[src/core/baro_ctrl_defs.vh]
// Constants for the barometer control register bank.
// Assumes inclusion by bare name from the design files.
`ifndef BARO_CTRL_DEFS_VH
`define BARO_CTRL_DEFS_VH
// Register offsets (7-bit serial address)
`define ADDR_IDENTITY 7'h0f
`define ADDR_ACQ_CTRL 7'h10
`define ADDR_HK_CTRL 7'h11
`define ADDR_IRQ_CTRL 7'h12
`define ADDR_PRESS_HIGH 7'h2a
// Reset values
`define RST_ACQ_CTRL 8'h00
`define RST_HK_CTRL 8'h10
`define RST_IRQ_CTRL 8'h00
// Identity value, arbitrary
`define IDENTITY_VALUE 8'h5a
// Acquisition control fields
`define ACQ_RATE_HI 6
`define ACQ_RATE_LO 4
`define ACQ_FILT_EN 3
`define ACQ_FILT_CFG 2
`define ACQ_BDU 1
`define ACQ_WIRE 0
// Housekeeping fields
`define HK_RELOAD 7
`define HK_FIFO_EN 6
`define HK_HALT_WTM 5
`define HK_AUTO_INC 4
`define HK_I2C_OFF 3
`define HK_SOFT_RST 2
`define HK_ONE_SHOT 0
// Pin control fields
`define IRQ_POL 7
`define IRQ_OD 6
`define IRQ_FULL 5
`define IRQ_WTM 4
`define IRQ_OVR 3
`define IRQ_NEW_SAMPLE_TO_PIN 2
`define IRQ_SRC_HI 1
`define IRQ_SRC_LO 0
// Timing: core clock in Hz, conversion time of one sample in us
`define CORE_CLK_HZ 50000000
`define CONV_TIME_US 1000
`define CONV_CYCLES ((`CONV_TIME_US * (`CORE_CLK_HZ / 1000000)))
`define TRIM_CYCLES 16
`endif

[src/core/baro_rate_tick.v]
// Conversion rate divider: one-cycle pulse at the selected rate.
// Assumes a 50 MHz single clock and a synchronous rate code.
`timescale 1ns/10ps
`default_nettype none
`include "baro_ctrl_defs.vh"
module baro_rate_tick #(
   parameter CLK_HZ = `CORE_CLK_HZ
) (
   input wire clk,
   input wire resetn,
   input wire [2:0] rate_select,
   output reg tick
);
   // Full-width periods less one, cut to the counter width where they are used
   localparam [31:0] LIM_1 = CLK_HZ / 1 - 1;
   localparam [31:0] LIM_10 = CLK_HZ / 10 - 1;
   localparam [31:0] LIM_25 = CLK_HZ / 25 - 1;
   localparam [31:0] LIM_50 = CLK_HZ / 50 - 1;
   localparam [31:0] LIM_75 = CLK_HZ / 75 - 1;

   reg [25:0] count_reg;
   reg [25:0] limit;

   // Period in cycles, less one, for rate codes 1 to 5; zero and codes 6 and 7 stop the divider
   always @* begin
      case (rate_select)
         3'h1: limit = LIM_1[25:0];
         3'h2: limit = LIM_10[25:0];
         3'h3: limit = LIM_25[25:0];
         3'h4: limit = LIM_50[25:0];
         3'h5: limit = LIM_75[25:0];
         default: limit = 26'h000_0000;
      endcase
   end

   // A count past a shorter new period wraps at once, so a rate change never stalls
   always @(posedge clk or negedge resetn) begin
      if (!resetn) begin
         count_reg <= 26'h000_0000;
         tick <= 1'b0;
      end else if (limit == 26'h000_0000) begin
         count_reg <= 26'h000_0000;
         tick <= 1'b0;
      end else if (count_reg >= limit) begin
         count_reg <= 26'h000_0000;
         tick <= 1'b1;
      end else begin
         count_reg <= count_reg + 26'h000_0001;
         tick <= 1'b0;
      end
   end
endmodule // baro_rate_tick
`default_nettype wire

[src/core/baro_sensor_control_regs.v]
// Control register bank of a barometric sensor: identity, acquisition,
// housekeeping and interrupt pin routing.
// Assumes a serial front end that hands over decoded byte accesses.
`timescale 1ns/10ps
`default_nettype none
`include "baro_ctrl_defs.vh"
module baro_sensor_control_regs #(
   parameter CONV_CYCLES = `CONV_CYCLES,
   parameter TRIM_CYCLES = `TRIM_CYCLES
) (
   input wire CORE_CLK,
   input wire RESETN,
   input wire [6:0] ACC_ADDR,
   input wire ACC_WR,
   input wire ACC_RD,
   input wire [7:0] ACC_WDATA,
   input wire ACC_FIRST,
   input wire [7:0] SAMPLE_IN,
   input wire FIFO_FULL,
   input wire FIFO_WTM,
   input wire FIFO_OVR,
   input wire PRESS_HIGH_EVT,
   input wire PRESS_LOW_EVT,
   output reg [7:0] ACC_RDATA,
   output reg [6:0] ACC_NEXT_ADDR,
   output reg [2:0] RATE_SELECT,
   output reg [1:0] BANDWIDTH_DIV,
   output reg POWERED_DOWN,
   output reg SPI_THREE_WIRE,
   output reg TWO_WIRE_BUS_OFF,
   output reg FIFO_ENABLE,
   output reg HALT_AT_WATERMARK,
   output reg TRIM_LOAD,
   output reg SAMPLE_STROBE,
   output reg [7:0] PRESSURE_HIGH_BYTE,
   output reg NEW_SAMPLE,
   output reg CFG_RESTORE,
   output reg IRQ_PIN_OUT,
   output reg IRQ_PIN_OE
);
   localparam ST_IDLE = 2'b00;
   localparam ST_CONV = 2'b01;
   localparam ST_DONE = 2'b10;

   reg [7:0] acq_reg;
   reg [7:0] hk_reg;
   reg [7:0] irq_reg;
   reg [1:0] state_reg;
   reg [31:0] conv_cnt_reg;
   reg [15:0] trim_cnt_reg;
   reg trim_busy_reg;
   reg trim_wait_reg;
   reg hold_reg;
   reg oneshot_run_reg;
   reg new_sample_to_pin_reg;
   reg [7:0] rd_mux;
   reg irq_level;
   wire rate_tick;
   wire [2:0] rate_now;
   wire acq_wr;
   wire hk_wr;
   wire irq_wr;
   wire conv_done;
   wire reload_clr;
   wire shot_clr;

   // Byte value with a single bit forced to a given level
   function [7:0] set_bit;
      input [7:0] v;
      input [2:0] pos;
      input b;
      begin
         set_bit = v;
         set_bit[pos] = b;
      end
   endfunction

   // Reload takes one rate period; in power-down there is no period to wait
   function rate_tick_or_idle;
      input t;
      input [2:0] r;
      begin
         rate_tick_or_idle = t | (r == 3'h0);
      end
   endfunction

   assign rate_now = acq_reg[`ACQ_RATE_HI:`ACQ_RATE_LO];
   assign acq_wr = ACC_WR && ACC_ADDR == `ADDR_ACQ_CTRL;
   assign hk_wr = ACC_WR && ACC_ADDR == `ADDR_HK_CTRL;
   assign irq_wr = ACC_WR && ACC_ADDR == `ADDR_IRQ_CTRL;
   assign conv_done = state_reg == ST_CONV && conv_cnt_reg == 32'h0000_0000;
   // Hardware clears of the command bits; reload_clr is used by the restore, write and idle branches below, shot_clr by the write and idle ones
   assign reload_clr = trim_wait_reg && rate_tick_or_idle(rate_tick, rate_now);
   assign shot_clr = state_reg == ST_DONE && oneshot_run_reg;

   baro_rate_tick u_rate (
      .clk(CORE_CLK),
      .resetn(RESETN),
      .rate_select(rate_now),
      .tick(rate_tick)
   );

   // Configuration registers; soft restore wins over an ordinary write
   always @(posedge CORE_CLK or negedge RESETN) begin
      if (!RESETN) begin
         acq_reg <= `RST_ACQ_CTRL;
         irq_reg <= `RST_IRQ_CTRL;
      end else if (hk_reg[`HK_SOFT_RST]) begin
         acq_reg <= `RST_ACQ_CTRL;
         irq_reg <= `RST_IRQ_CTRL;
      end else begin
         // Bit 7 is stored as zero whatever the host sends
         if (acq_wr) acq_reg <= {1'b0, ACC_WDATA[6:0]};
         if (irq_wr) irq_reg <= ACC_WDATA;
      end
   end

   // Housekeeping: command bits stay set until their operation ends or, for one-shot, a soft restore
   always @(posedge CORE_CLK or negedge RESETN) begin
      if (!RESETN) begin
         // Power-up starts with the trim copy pending
         hk_reg <= `RST_HK_CTRL | 8'h80;
      end else if (hk_reg[`HK_SOFT_RST]) begin
         hk_reg <= set_bit(`RST_HK_CTRL, `HK_RELOAD,
                           hk_reg[`HK_RELOAD] & ~reload_clr);
      end else if (hk_wr) begin
         // Reserved bit 1 kept at zero; a write neither drops nor revives a command
         hk_reg <= {ACC_WDATA[7] | (hk_reg[`HK_RELOAD] & ~reload_clr), ACC_WDATA[6:2], 1'b0,
                    (ACC_WDATA[0] & (rate_now == 3'h0)) |
                    (hk_reg[`HK_ONE_SHOT] & ~shot_clr)};
      end else begin
         if (reload_clr)
            hk_reg[`HK_RELOAD] <= 1'b0;
         if (shot_clr)
            hk_reg[`HK_ONE_SHOT] <= 1'b0;
      end
   end

   // Trim copy sequencer
   always @(posedge CORE_CLK or negedge RESETN) begin
      if (!RESETN) begin
         trim_cnt_reg <= 16'h0000;
         trim_busy_reg <= 1'b0;
         trim_wait_reg <= 1'b0;
         TRIM_LOAD <= 1'b0;
      end else if (hk_reg[`HK_RELOAD] && !trim_busy_reg && !trim_wait_reg) begin
         trim_busy_reg <= 1'b1;
         trim_cnt_reg <= TRIM_CYCLES[15:0];
         TRIM_LOAD <= 1'b1;
      end else if (trim_busy_reg) begin
         if (trim_cnt_reg == 16'h0000) begin
            trim_busy_reg <= 1'b0;
            trim_wait_reg <= 1'b1;
            TRIM_LOAD <= 1'b0;
         end else begin
            trim_cnt_reg <= trim_cnt_reg - 16'h0001;
         end
      end else if (reload_clr) begin
         trim_wait_reg <= 1'b0;
      end
   end

   // Acquisition sequencer: single-shot from power-down or rate-driven
   always @(posedge CORE_CLK or negedge RESETN) begin
      if (!RESETN) begin
         state_reg <= ST_IDLE;
         conv_cnt_reg <= 32'h0000_0000;
         oneshot_run_reg <= 1'b0;
      end else begin
         case (state_reg)
            ST_IDLE: begin
               if (rate_now == 3'h0 && hk_reg[`HK_ONE_SHOT]) begin
                  state_reg <= ST_CONV;
                  oneshot_run_reg <= 1'b1;
                  conv_cnt_reg <= CONV_CYCLES - 1;
               end else if (rate_now != 3'h0 && rate_tick) begin
                  state_reg <= ST_CONV;
                  oneshot_run_reg <= 1'b0;
                  conv_cnt_reg <= CONV_CYCLES - 1;
               end
            end
            ST_CONV: begin
               if (conv_done) state_reg <= ST_DONE;
               else conv_cnt_reg <= conv_cnt_reg - 32'h0000_0001;
            end
            ST_DONE: begin
               state_reg <= ST_IDLE;
               oneshot_run_reg <= 1'b0;
            end
            default: state_reg <= ST_IDLE;
         endcase
      end
   end

   // Output byte refresh with block-update hold until high byte is read
   always @(posedge CORE_CLK or negedge RESETN) begin
      if (!RESETN) begin
         PRESSURE_HIGH_BYTE <= 8'h00;
         hold_reg <= 1'b0;
         new_sample_to_pin_reg <= 1'b0;
         SAMPLE_STROBE <= 1'b0;
      end else begin
         SAMPLE_STROBE <= 1'b0;
         if (conv_done && !(acq_reg[`ACQ_BDU] && hold_reg)) begin
            PRESSURE_HIGH_BYTE <= SAMPLE_IN;
            SAMPLE_STROBE <= 1'b1;
            new_sample_to_pin_reg <= 1'b1;
            hold_reg <= 1'b1;
         end else if (ACC_RD && ACC_ADDR == `ADDR_PRESS_HIGH) begin
            hold_reg <= 1'b0;
            new_sample_to_pin_reg <= 1'b0;
         end
         if (!acq_reg[`ACQ_BDU] && !conv_done) hold_reg <= 1'b0;
      end
   end

   // Read data mux; unmapped addresses read as zero
   always @* begin
      case (ACC_ADDR)
         `ADDR_IDENTITY: rd_mux = `IDENTITY_VALUE;
         `ADDR_ACQ_CTRL: rd_mux = acq_reg;
         `ADDR_HK_CTRL: rd_mux = hk_reg;
         `ADDR_IRQ_CTRL: rd_mux = irq_reg;
         `ADDR_PRESS_HIGH: rd_mux = PRESSURE_HIGH_BYTE;
         default: rd_mux = 8'h00;
      endcase
   end

   // Pin source: data flags in priority order, or pressure events
   always @* begin
      case (irq_reg[`IRQ_SRC_HI:`IRQ_SRC_LO])
         2'b00: begin
            if (irq_reg[`IRQ_NEW_SAMPLE_TO_PIN] && new_sample_to_pin_reg) irq_level = 1'b1;
            else if (irq_reg[`IRQ_WTM] && FIFO_WTM) irq_level = 1'b1;
            else if (irq_reg[`IRQ_OVR] && FIFO_OVR) irq_level = 1'b1;
            else irq_level = irq_reg[`IRQ_FULL] && FIFO_FULL;
         end
         2'b01: irq_level = PRESS_HIGH_EVT;
         2'b10: irq_level = PRESS_LOW_EVT;
         default: irq_level = PRESS_HIGH_EVT | PRESS_LOW_EVT;
      endcase
   end

   // Registered outputs and address sequencing
   always @(posedge CORE_CLK or negedge RESETN) begin
      if (!RESETN) begin
         ACC_RDATA <= 8'h00;
         ACC_NEXT_ADDR <= 7'h00;
         RATE_SELECT <= 3'h0;
         BANDWIDTH_DIV <= 2'b00;
         POWERED_DOWN <= 1'b1;
         SPI_THREE_WIRE <= 1'b0;
         TWO_WIRE_BUS_OFF <= 1'b0;
         FIFO_ENABLE <= 1'b0;
         HALT_AT_WATERMARK <= 1'b0;
         NEW_SAMPLE <= 1'b0;
         CFG_RESTORE <= 1'b0;
         IRQ_PIN_OUT <= 1'b0;
         IRQ_PIN_OE <= 1'b0;
      end else begin
         if (ACC_RD) ACC_RDATA <= rd_mux;
         if (ACC_RD || ACC_WR)
            ACC_NEXT_ADDR <= hk_reg[`HK_AUTO_INC] ? ACC_ADDR + 7'h01 : ACC_ADDR;
         RATE_SELECT <= rate_now;
         // 00 half rate, 01 ninth, 10 twentieth
         BANDWIDTH_DIV <= acq_reg[`ACQ_FILT_EN] ?
                          (acq_reg[`ACQ_FILT_CFG] ? 2'b10 : 2'b01) : 2'b00;
         POWERED_DOWN <= rate_now == 3'h0 && state_reg == ST_IDLE;
         SPI_THREE_WIRE <= acq_reg[`ACQ_WIRE];
         TWO_WIRE_BUS_OFF <= hk_reg[`HK_I2C_OFF];
         FIFO_ENABLE <= hk_reg[`HK_FIFO_EN];
         HALT_AT_WATERMARK <= hk_reg[`HK_HALT_WTM];
         NEW_SAMPLE <= new_sample_to_pin_reg;
         CFG_RESTORE <= hk_reg[`HK_SOFT_RST];
         // Open drain can only pull low: drive whenever the pin level is low
         if (irq_reg[`IRQ_OD]) begin
            IRQ_PIN_OUT <= 1'b0;
            IRQ_PIN_OE <= ~(irq_level ^ irq_reg[`IRQ_POL]);
         end else begin
            IRQ_PIN_OUT <= irq_level ^ irq_reg[`IRQ_POL];
            IRQ_PIN_OE <= 1'b1;
         end
      end
   end
endmodule // baro_sensor_control_regs
`default_nettype wire

[config.mk]
export PLATFORM = sky130hd
export DESIGN_NAME = baro_sensor_control_regs
export DESIGN_NICKNAME = d
export VERILOG_FILES = /design/src/core/baro_rate_tick.v /design/src/core/baro_sensor_control_regs.v
export VERILOG_INCLUDE_DIRS = /design/src /design/src/core
export SDC_FILE = /design/constraint.sdc
export NUM_CORES = 1
export LEC_CHECK = 0
export BUFFER_PORTS_ARGS = -buffer_cell sky130_fd_sc_hd__buf_2
export CAP_MARGIN = 20
export CELL_PAD_IN_SITES_DETAIL_PLACEMENT = 1
export CELL_PAD_IN_SITES_GLOBAL_PLACEMENT = 2
export CORE_ASPECT_RATIO = 1.2
export CORE_MARGIN = 2
export CORE_UTILIZATION = 35
export DETAILED_ROUTE_END_ITERATION = 16
export PLACE_DENSITY = 0.87
export RECOVER_POWER = 50
export SLEW_MARGIN = 20
export SYNTH_ARGS = -nofsm -noshare
export SYNTH_HDL_FRONTEND = slang
export SYNTH_HIERARCHICAL = 1
export SYNTH_SLANG_ARGS = --single-unit
[constraint.sdc]
create_clock -name CORE_CLK -period 3 [get_ports CORE_CLK]
set_input_delay 0.45 -clock CORE_CLK [delete_from_list [all_inputs] [get_ports CORE_CLK]]
set_output_delay 0.45 -clock CORE_CLK [all_outputs]
set_load 0.1 [all_outputs]
==> impl_results.md, run 1 <==
* Number of DRC markers in iteration 0 at 326
* Initial antenna violation count at 0
* Post-Layout Cell Count at 1117
* RSZ-0062 raised after global routing: no
* Post-synth ARST share at 100%
* CP max stage delay at 410 ps
* Most instantiated cells after synthesis: 140 x dfrtp_1, 62 x nand2_1, 49 x a21oi_1
* Relative slew slack at between 10% and 20%
* Yosys top cell area share at 45.4%
* Final hold slack at 254 ps
* Worst Setup End Kind: flop
* Vias in the first global route at 6714
* EDFF count, synth at 0
* Synth Net Count at between 800 and 900
* Power Total at 6.14 mW
* Placed Instances at 1084
* GRT Overall Usage at 18.2%
* Rows at 59
* Number of inserted diodes at 0
* Final hold vios at 0
* Die Span Y at 167 um
* Worst VDD drop at about 0.0005 V
* Min Tclk post-route at 2790 ps
* Fin. max-slew vios at 0
* Fill cell count at 2434
* Bufs on Longest Clock Path at 2
* Fmax at approximately 360 MHz
* Placer Congestion at 0.780
* Mapped Area at 0.00772 mm2
* P&R area growth vs syn at 19.0%
* Post-Syn Area per Cell at 10.3 um2
* Yosys top cell by area: dfrtp_1
* Worst-case clock skew at 8.82 ps
* Setup bufs post-CTS at 0
* Pwr Density at 669 mW/mm2
* Main synth FF type: dfrtp_1
* Overflow after GRT at 0
* Yosys cell types at slightly above 70
* Most common cell in the netlist: dfrtp_1
* Ranking of synthesized cells by area: dfrtp_1 45%, ha_1 5.4%, nor4_2 3.2%, a21oi_1 3.2%, nand2_1 3.0%
* DRT Pass-1 Iters at 5
* Routed WL per cell at 18.1 um
* Worst EP arrival at 3080 ps
* Fraction of layout cells with a size suffix above 1 at between 20% and 30%
* Seq cells post-synth at about 140
* CP max stage cell: dfrtp_1
* Post-route DRC violation count at 0
* Die X at 140 um
* CTS root buffer: clkbuf_16
* Layout net count at 896
* Post-layout util at 42.3%
* Port-buffer cells at 70
* CTS sink count at 143
* Largest net degree at the start of global routing at 53
* Core Area at 0.0217 mm2
* Period utilisation layout at 93.1%
* YS warnings at 6
* Setup TNS at 0 ps
* Clock insertion delay at the later pin of the skew report at 420 ps
* Max-cap violations at 0
* Hold crit path type: in -> reg
* Clock Pin Slew Worst Setup and Hold Paths at 70 ps
* TritonCTS clock tree: built
* H-Tree Level Count at 4
* Leakage at about 4 nW
* Max reg flops at 32
* Slew of the pin with the lowest slew margin at 1320 ps
* Crit-path cells: inv_1 -> ha_4 -> nor3_1 -> buf_4 -> nor2_1 -> ha_1 -> nand4b_1 -> nor3_2 -> o211ai_1 -> o21ba_1 -> buf_12 -> nor4_1
* Vias/cell at ~5.5
* Crit path required time at 3280 ps
* Gate Count Post-Synth at 747
* Via count at about 6.2k
* Post-synthesis sequential area ratio at 46.4%
* Final HPWL DP at 13900 um
* Critical path class: reg -> reg
* Antenna Violating Nets Remaining at 0
* Die Footprint at 0.0233 mm2
* Crit-path max FO at 20
* # IOs at 72
* Final setup viols at 0
* Routed WL at 20200 um
* CTS buffer count at 17
* Status: complete, no violations
* Starting Density at 35.6%
* Startpoint Class: flop
* First-pass GRT wire length at 34600 um
[power by group]
group | switching (mW) | internal (mW) | leakage [nW]
registers | 0.227 | 2.17 | 1.85
logic | 0.919 | 0.463 | 1.82
clock network | 0.846 | 1.52 | 0.316
[path summary, 6_finish.rpt]
path                                        startpoint                                 to  slack (ps)  depth (start not counted)
worst max-delay path            acq_reg[6]$_DFFE_PN0P_      u_rate/count_reg[5]$_DFF_PN0_         210                         12
worst min-delay path                      SAMPLE_IN[2]  PRESSURE_HIGH_BYTE[2]$_DFFE_PN0P_         250                          2
worst max register to register  acq_reg[6]$_DFFE_PN0P_      u_rate/count_reg[5]$_DFF_PN0_         210                         12
worst min register to register   hk_reg[6]$_DFFE_PN0P_              FIFO_ENABLE$_DFF_PN0_         410                          0
max in group asynchronous                       RESETN     u_rate/count_reg[15]$_DFF_PN0_         710                          3
min in group asynchronous                       RESETN       trim_cnt_reg[11]$_DFFE_PN0P_         840                          2
[placed cells by master (no fill, tap or decap), types with 5 or more instances in the layout]
master	count
dfrtp_1	140
buf_2	68
nand2_1	62
a21oi_1	48
nor2_1	41
nand3_1	37
ha_1	32
inv_1	26
xor2_1	24
buf_4	22
nor4_2	22
or3_1	20
o21ai_0	20
clkbuf_16	17
o31ai_1	16
xnor2_1	16
nor4_1	15
o211ai_1	15
nor3_1	14
nand2b_1	13
or4_1	12
mux2i_1	11
nand4_1	9
mux2_2	9
a21o_1	8
and2_1	5
and3_1	5
o41ai_1	5
bufinv_16	5
[stage by stage]
step                      instance area, um2  setup WS (ps)
after floorplan                         7720           72.2
after CTS                               9170           26.8
after global routing                    9180           44.2
after detailed placement                8490          -5.88
final                                   9180            208
after global placement                  8490            141
[cell families after synthesis]
family                   after synthesis  synth area share, %
XOR/XNOR                              40                 4.54
AND/OR/NAND/NOR                      295                 23.1
AO/OA/AOI/OAI                        153                 13.9
buffers and inverters                 63                 3.96
multiplexers                          20                 2.74
flip-flops                           143                 46.4
adder cells (fa/ha/maj)               33                 5.35
[timing repair]
item | in CTS | in global routing
gates resized for setup | 1 | 8
hold buffers | 1 | 0
setup endpoints to repair | 2 | 27
pin swaps | 0 | 0
hold endpoints to repair | 25 | 0
[critical path, delay by kind of cell (launching register included)]
kind	cells	cell delay, ps
fa+ha+maj	2	510
simple gates	5	830
compound gates	2	420
flops	1	410
buf+inv	3	480
[layout make-up]
type	instances	area [um2]	area share [%]
Sequential cell	143	3580	39.0
Multi-Input combinational cell	541	3890	42.3
Inverter	26	97.6	1.06
Timing Repair Buffer	101	609	6.64
Clock buffer	19	453	4.93
Clock inverter	13	209	2.28
Tap cell	274	343	3.73
[layer usage]
| layer | share of wire [%] | vias up | track usage, % |
|---|---|---|---|
| met4 | 1.9 | 0 | 6.61 |
| li1 | - | 2933 | - |
| met2 | 52 | 123 | 32.9 |
| met1 | 43 | 3106 | 21.6 |
| met3 | 3.3 | 22 | 2.96 |
| met5 | 0 | - | 0 |
Power figures use the tool's default switching activity.
==> inputs of run 2 (changes only) <==
--- a/config.mk
+++ b/config.mk
@@ -6,13 +6,14 @@
 export SDC_FILE = /design/constraint.sdc
 export NUM_CORES = 1
 export LEC_CHECK = 0
+export ABC_AREA = 1
 export BUFFER_PORTS_ARGS = -buffer_cell sky130_fd_sc_hd__buf_2
 export CAP_MARGIN = 20
 export CELL_PAD_IN_SITES_DETAIL_PLACEMENT = 1
 export CELL_PAD_IN_SITES_GLOBAL_PLACEMENT = 2
 export CORE_ASPECT_RATIO = 1.2
 export CORE_MARGIN = 2
-export CORE_UTILIZATION = 35
+export CORE_UTILIZATION = 31
 export DETAILED_ROUTE_END_ITERATION = 16
 export PLACE_DENSITY = 0.87
 export RECOVER_POWER = 50
==> impl_results.md, run 2 <==
* Post-Layout Cell Count at 1623 (was 1117)
* GRT Overall Usage at 18.2% (about the same)
* Fin. max-slew vios at 65 (was 0)
* Fraction of layout cells with a size suffix above 1 at 14.5% (was 22.7%)
* Layout net count at 1336 (was 896)
* Fmax at 363 MHz (was 358 MHz)
* Largest net degree at the start of global routing at 65 (was 53)
* Antenna Violating Nets Remaining at 0 (unchanged)
* Overflow after GRT at 0 (unchanged)
* Number of inserted diodes at 0 (unchanged)
* Seq cells post-synth at 143 (unchanged)
* First-pass GRT wire length at 42700 um (was 34600 um)
* Core Area at 0.0273 mm2 (was 0.0217 mm2)
* Most frequent cell on the critical path: nand2_1
* Port-buffer cells at 70 (unchanged)
* Rows at 66 (was 59)
* TritonCTS clock tree: built (unchanged)
* CP max stage cell: dfrtp_2 (was dfrtp_1)
* Pwr Density at 660 mW/mm2 (was 669 mW/mm2)
* Mapped Area at 0.00863 mm2 (was 0.00772 mm2)
* Routed WL per cell at 15.8 um (was 18.1 um)
* Crit-path cells: nand2_1 -> nor2_1 -> inv_1 -> nand2_1 -> o21ai_0 -> ha_1 -> a21oi_1 -> nand2_1 -> nand2_1 -> nand2_1 -> nor2_4 -> nand3_4 -> nor2_2 (was inv_1 -> ha_4 -> nor3_1 -> buf_4 -> nor2_1 -> ha_1 -> nand4b_1 -> nor3_2 -> o211ai_1 -> o21ba_1 -> buf_12 -> nor4_1)
* Worst-case clock skew at 7.21 ps (was 8.82 ps)
* Die X at 156 um (was 140 um)
* Bufs on Longest Clock Path at 2 (unchanged)
* Hold_buf cts at 0 (was 1)
* Slew of the pin with the lowest slew margin at 1690 ps (was 1320 ps)
* Final HPWL DP at 18900 um (was 13900 um)
* Multi-input logic area at 0.00447 mm2 (was 0.00389 mm2)
* DRT Pass-1 Iters at 4 (was 5)
* H-Tree Level Count at 4 (unchanged)
* Die Span Y at 187 um (was 167 um)
* Post-route DRC violation count at 0 (unchanged)
* Vias in the first global route at 8402 (was 6714)
* CTS buffer count at 17 (unchanged)
* P&R area growth vs syn at 15.8% (was 19.0%)
* Post-synth ARST share at 100% (unchanged)
* Most common cell in the netlist: nand2_1 (was dfrtp_1)
* Relative slew slack at -12.4% (was 12.3%)
* Final hold vios at 0 (unchanged)
* Worst Setup End Kind: flop (unchanged)
* Crit path required time at 3370 ps (was 3280 ps)
* Sequential cell area at 0.00358 mm2 (about the same)
* Die Footprint at 0.0292 mm2 (was 0.0233 mm2)
* Placed Instances at 1588 (was 1084)
* Critical path class: reg -> reg (unchanged)
* Number of DRC markers in iteration 0 at 405 (was 326)
* Yosys top cell by area: dfrtp_1 (unchanged)
* Placer Congestion at 0.847 (was 0.780)
* Final setup viols at 0 (unchanged)
* Setup TNS at 0 ps (unchanged)
* Min Tclk post-route at 2760 ps (was 2790 ps)
* Startpoint Class: flop (unchanged)
* Yosys top cell area share at 40.6% (was 45.4%)
* Gate Count Post-Synth at 1188 (was 747)
* Starting Density at 31.7% (was 35.6%)
* Most frequent cells in the layout: 360 x nand2_1, 176 x nor2_1, 139 x dfrtp_1 (was 140 x dfrtp_1, 68 x buf_2, 62 x nand2_1)
* Power Total at 6.60 mW (was 6.14 mW)
* Clock Pin Slew Worst Setup and Hold Paths at 70 ps (about the same)
* Failing checks: max-capacitance violations, max-slew violations
* CP max stage delay at 450 ps (was 410 ps)
* Ranking of synthesized cells by area: dfrtp_1 41%, nand2_1 16%, nor2_1 7.7%, inv_1 5.6%, ha_1 4.8% (was dfrtp_1 45%, ha_1 5.4%, nor4_2 3.2%, a21oi_1 3.2%, nand2_1 3.0%)
* Post-synthesis sequential area ratio at 41.5% (was 46.4%)
* Period utilisation layout at 91.9% (was 93.1%)
* Hold crit path type: in -> reg (unchanged)
* CTS root buffer: clkbuf_16 (unchanged)
* Main synth FF type: dfrtp_1 (unchanged)
* Via count at 7940 (was 6184)
* Synth Net Count at 1254 (was 813)
* Fill cell count at 3443 (was 2434)
* Most instantiated cells after synthesis: 362 x nand2_1, 176 x nor2_1, 140 x dfrtp_1 (was 140 x dfrtp_1, 62 x nand2_1, 49 x a21oi_1)
* Post-Syn Area per Cell at 7.26 um2 (was 10.3 um2)
* Routed WL at 25600 um (was 20200 um)
* Vias/cell at 4.89 (was 5.54)
* Leakage at 5.05 nW (was 3.98 nW)
* Worst VDD drop at 0.000443 V (was 0.000511 V)
* Worst EP arrival at 3120 ps (was 3080 ps)
* Crit-path max FO at 8 (was 20)
* Setup bufs post-CTS at 0 (unchanged)
* Yosys cell types at 39 (was 71)
* YS warnings at 6 (unchanged)
* CTS sink count at 143 (unchanged)
* # IOs at 72 (unchanged)
* Initial antenna violation count at 0 (unchanged)
* Final hold slack at 221 ps (was 254 ps)
* Clock insertion delay at the later pin of the skew report at 440 ps (was 420 ps)
* EDFF count, synth at 0 (unchanged)
* Most common cell after layout, fill and taps aside: nand2_1 (was dfrtp_1)
* Max reg flops at 32 (unchanged)
* Status: finished, violations left (was complete, no violations)
* Max-cap violations at 1 (was 0)
-- run 2: cell types whose count changed in the layout (fill, tap and decap cells not counted), moves of 13 or more --
cell,before,now
nor4_2,22,0
nor2_2,1,31
nand2b_1,13,0
nor4_1,15,0
inv_1,26,128
nor2_1,41,176
nand2_1,62,360
o21ai_0,20,73
a21oi_1,48,20
or3_1,20,0
nand3_1,37,79
buf_4,22,7
-- run 2: area by class of cell --
cell class,instances,share of cell area (%)
inverter,133,5.00
tap,340,4.26
clock buffer,18,4.40
timing repair buffer,80,4.32
multi-input combinational,895,44.8
sequential,143,35.9
clock inverter,14,1.39
-- run 2: logic make-up (layout without fill, tap and decap cells) --
kind of cell,count (synthesis),after routing,share of synthesized area [%]
fa+ha+maj,33,33,4.79
simple gates,692,695,34.1
compound gates,139,139,9.37
xor+xnor,28,28,2.84
buf+inv,153,245,7.43
flops,143,143,41.5
-- run 2: path summary, 6_finish.rpt --
kind                                        start                           endpoint  slack [ps]  cells after the start
hold / removal                       SAMPLE_IN[5]  PRESSURE_HIGH_BYTE[5]$_DFFE_PN0P_         220                      3
min in group asynchronous                  RESETN     u_rate/count_reg[19]$_DFF_PN0_         430                      1
setup reg to reg           acq_reg[4]$_DFFE_PN0P_     u_rate/count_reg[15]$_DFF_PN0_         240                     13
hold reg to reg             hk_reg[6]$_DFFE_PN0P_              FIFO_ENABLE$_DFF_PN0_         410                      0
max in group asynchronous                  RESETN       conv_cnt_reg[30]$_DFFE_PN0P_         510                      2
setup / recovery           acq_reg[4]$_DFFE_PN0P_     u_rate/count_reg[15]$_DFF_PN0_         240                     13
-- run 2: critical path, delay by kind of cell (launching register included) --
family	cells	cell delay, ps
buffers and inverters	1	190
AOI/OAI and AO/OA	2	340
adders and majority gates	1	330
and+or+nand+nor	9	1380
DFF	1	450
-- run 2: timing repair --
action / 4_1_cts / 5_1_grt
endpoints found under the hold margin: 0 / 0
resized for setup: 0 / 7
endpoints found under the setup margin: 0 / 26
-- run 2: power breakdown --
group	internal (mW)	switching, mW	total, mW
Combinational	0.606	1.41	2.02
Clock	1.13	0.979	2.10
Sequential	2.20	0.271	2.48
Total	3.94	2.66	6.60
-- run 2: layer usage --
| layer | GRT usage [%] | up-vias | wire length, um |
|---|---|---|---|
| met1 | 22.6 | 3891 | 11500 |
| met5 | 0 | - | 0 |
| met2 | 32.6 | 92 | 13300 |
| li1 | - | 3942 | - |
| met3 | 2.90 | 15 | 602 |
| met4 | 4.48 | 0 | 245 |
-- run 2: stage by stage --
stage / setup WS, ps / utilization [%] / cell area [um2]
6_report: 244 / 36.7 / 9990
5_1_grt: -9.30 / 36.7 / 9990
4_1_cts: 38.3 / 36.5 / 9950
3_5_place_dp: 67.4 / 34.4 / 9370
3_3_place_gp: 148 / 34.4 / 9370
2_1_floorplan: 645 / - / 8630
==> inputs of run 3 (changes only) <==
--- a/config.mk
+++ b/config.mk
@@ -7,14 +7,14 @@
 export NUM_CORES = 1
 export LEC_CHECK = 0
 export ABC_AREA = 1
-export BUFFER_PORTS_ARGS = -buffer_cell sky130_fd_sc_hd__buf_2
+export BUFFER_PORTS_ARGS = -buffer_cell sky130_fd_sc_hd__buf_4
 export CAP_MARGIN = 20
 export CELL_PAD_IN_SITES_DETAIL_PLACEMENT = 1
 export CELL_PAD_IN_SITES_GLOBAL_PLACEMENT = 2
 export CORE_ASPECT_RATIO = 1.2
-export CORE_MARGIN = 2
 export CORE_UTILIZATION = 31
 export DETAILED_ROUTE_END_ITERATION = 16
+export GPL_TIMING_DRIVEN = 0
 export PLACE_DENSITY = 0.87
 export RECOVER_POWER = 50
 export SLEW_MARGIN = 20
==> impl_results.md, run 3 (synthesized netlist as in run 2, its figures left out) <==
* First-pass GRT wire length at 43800 um (was 42700 um)
* P&R area growth vs syn at 18.2% (was 15.8%)
* Power Total at 6.71 mW (was 6.60 mW)
* Final hold slack at 219 ps (was 221 ps)
* CP max stage cell: dfrtp_2 (unchanged)
* Antenna Violating Nets Remaining at 0 (unchanged)
* Routed WL per cell at 15.9 um (was 15.8 um)
* Worst EP arrival at 3110 ps (was 3120 ps)
* Top cell family by delay on the critical path: simple AND/OR/NAND/NOR gates (unchanged)
* Crit path required time at 3320 ps (was 3370 ps)
* Worst Setup End Kind: flop (unchanged)
* Status: finished, violations left (unchanged)
* Starting Density at 31.7% (unchanged)
* Initial antenna violation count at 0 (unchanged)
* Largest net degree at the start of global routing at 87 (was 65)
* Fill cell count at 3422 (was 3443)
* Post-route DRC violation count at 0 (unchanged)
* Post-layout util at 37.4% (was 36.7%)
* Number of inserted diodes at 0 (unchanged)
* Die Footprint at 0.0285 mm2 (was 0.0292 mm2)
* Placed Instances at 1598 (was 1588)
* Die X at 154 um (was 156 um)
* Final hold vios at 0 (unchanged)
* Failing checks: max-capacitance violations, max-slew violations (unchanged)
* Routed WL at 26000 um (was 25600 um)
* Layout net count at 1348 (was 1336)
* Relative slew slack at -6.32% (was -12.4%)
* CP max stage delay at 470 ps (was 450 ps)
* Core Area at 0.0273 mm2 (unchanged)
* Max-cap violations at 1 (unchanged)
* Switching pwr at 2.69 mW (was 2.66 mW)
* Via count at 7927 (was 7940)
* # IOs at 72 (unchanged)
* Startpoint Class: flop (unchanged)
* Clock Pin Slew Worst Setup and Hold Paths at 70 ps (about the same)
* Comb pwr share at 30.8% (was 30.6%)
* Most frequent cell on the critical path: nand2_1 (unchanged)
* CTS sink count at 143 (unchanged)
* Min Tclk post-route at 2790 ps (was 2760 ps)
* Placer Congestion at 0.825 (was 0.847)
* Pwr Density at 658 mW/mm2 (was 660 mW/mm2)
* Net Sw Frac at 40.1% (was 40.3%)
* Fraction of layout cells with a size suffix above 1 at 14.6% (was 14.5%)
* Pre-CTS setup slack at -96.6 ps (was 67.4 ps)
* Worst VDD drop at 0.000429 V (was 0.000443 V)
* Hold crit path type: in -> reg (unchanged)
* Final HPWL DP at 19700 um (was 18900 um)
* Die Span Y at 185 um (was 187 um)
* Bufs on Longest Clock Path at 2 (unchanged)
* Crit-path cells: ha_1 -> nand2_1 -> buf_4 -> nand2_1 -> ha_1 -> nand2_1 -> nor2_2 -> nand3_1 -> nor2_2 -> nand2_1 -> nand3_4 -> buf_12 -> nor2_2 (was nand2_1 -> nor2_1 -> inv_1 -> nand2_1 -> o21ai_0 -> ha_1 -> a21oi_1 -> nand2_1 -> nand2_1 -> nand2_1 -> nor2_4 -> nand3_4 -> nor2_2)
* H-Tree Level Count at 4 (unchanged)
* Vias/cell at 4.85 (was 4.89)
* Clock insertion delay at the later pin of the skew report at 440 ps (about the same)
* Most common cell after layout, fill and taps aside: nand2_1 (unchanged)
* Number of DRC markers in iteration 0 at 318 (was 405)
* CTS buffer count at 17 (unchanged)
* Most frequent cells in the layout: 361 x nand2_1, 174 x nor2_1, 137 x dfrtp_1 (was 360 x nand2_1, 176 x nor2_1, 139 x dfrtp_1)
* TritonCTS clock tree: built (unchanged)
* Period utilisation layout at 92.9% (was 91.9%)
* Fmax at 359 MHz (was 363 MHz)
* Worst-case clock skew at 6.66 ps (was 7.21 ps)
* Vias in the first global route at 8536 (was 8402)
* Setup WS post-layout at 214 ps (was 244 ps)
* Clock share of power at 32.3% (was 31.9%)
* Slew of the pin with the lowest slew margin at 1590 ps (was 1690 ps)
* CTS root buffer: clkbuf_16 (unchanged)
* Leakage at 5.08 nW (was 5.05 nW)
* Fin. max-slew vios at 59 (was 65)
* Pint at 4.02 mW (was 3.94 mW)
* Rows at 66 (unchanged)
* DRT Pass-1 Iters at 4 (unchanged)
* GRT Overall Usage at 19.7% (was 18.2%)
* Overflow after GRT at 0 (unchanged)
* Critical path class: reg -> reg (unchanged)
* Port-buffer cells at 69 (was 70)
* Reg power frac at 36.9% (was 37.5%)
* Final setup viols at 0 (unchanged)
* Max reg flops at 32 (unchanged)
* Crit-path max FO at 10 (was 8)
* Post-Layout Cell Count at 1635 (was 1623)
* Crit path buffers/inverters at 2 (was 1)
## run 3: layer usage
layer / part of all wire, % / routed length [um] / track usage, % / vias to the layer above
li1: - / - / - / 3952
met1: 46 / 11900 / 23.9 / 3866
met2: 51 / 13300 / 35.8 / 87
met3: 2.0 / 530 / 2.92 / 22
met4: 1.2 / 309 / 5.62 / 0
met5: 0 / 0 / 0 / -
## run 3: per-stage QoR
| step | TNS (ps) | instance area, um2 |
|---|---|---|
| 5_1_grt | -333 | 10200 |
| 2_1_floorplan | 0 | 8630 |
| 4_1_cts | 0 | 10200 |
| 6_report | 0 | 10200 |
| 3_5_place_dp | -1710 | 9610 |
| 3_3_place_gp | -1780 | 9570 |
## run 3: what timing repair did
action                     in CTS  in global routing
resized for setup               2                  7
hold endpoints to repair       56                  0
pin swaps                       0                  0
hold buffers                    1                  0
setup endpoints to repair      20                 27
setup buffers                   0                  4
## run 3: worst reg2reg max path, cell delays in order, from the launching register on
cell and delay, ps:
dfrtp_2 470, ha_1 380, nand2_1 130, buf_4 210, nand2_1 170, ha_1 340, nand2_1 60, nor2_2 150
nand3_1 110, nor2_2 130, nand2_1 120, nand3_4 190, buf_12 180, nor2_2 50
## run 3: power by group through the flow
stage          combinational, mW  sequential [mW]  clock, mW
6_report                    2.07             2.48       2.17
5_1_grt                     2.34             2.51       2.28
4_1_cts                     2.08             2.48       2.23
3_5_place_dp                2.07             2.51          0
3_3_place_gp                2.00             2.50          0
2_1_floorplan               1.27             2.68          0
## run 3: worst paths after layout
path	startpoint	slack, ps	endpoint	cells after the start
hold reg to reg	new_sample_to_pin_reg$_DFFE_PN0P_	400	NEW_SAMPLE$_DFF_PN0_	0
min in group asynchronous	RESETN	960	u_rate/count_reg[17]$_DFF_PN0_	2
hold / removal	SAMPLE_IN[0]	220	PRESSURE_HIGH_BYTE[0]$_DFFE_PN0P_	3
max in group asynchronous	RESETN	470	acq_reg[5]$_DFFE_PN0P_	3
setup reg to reg	acq_reg[5]$_DFFE_PN0P_	210	u_rate/count_reg[10]$_DFF_PN0_	13
setup / recovery	acq_reg[5]$_DFFE_PN0P_	210	u_rate/count_reg[10]$_DFF_PN0_	13
## run 3: cell type report
cell class / count / area [um2] / area share [%]
Sequential cell: 143 / 3590 / 35.2
Timing Repair Buffer: 75 / 556 / 5.45
Multi-Input combinational cell: 892 / 4410 / 43.3
Clock buffer: 18 / 429 / 4.21
Clock inverter: 14 / 146 / 1.44
Inverter: 133 / 499 / 4.90
Buffer: 20 / 144 / 1.41
Tap cell: 340 / 425 / 4.17
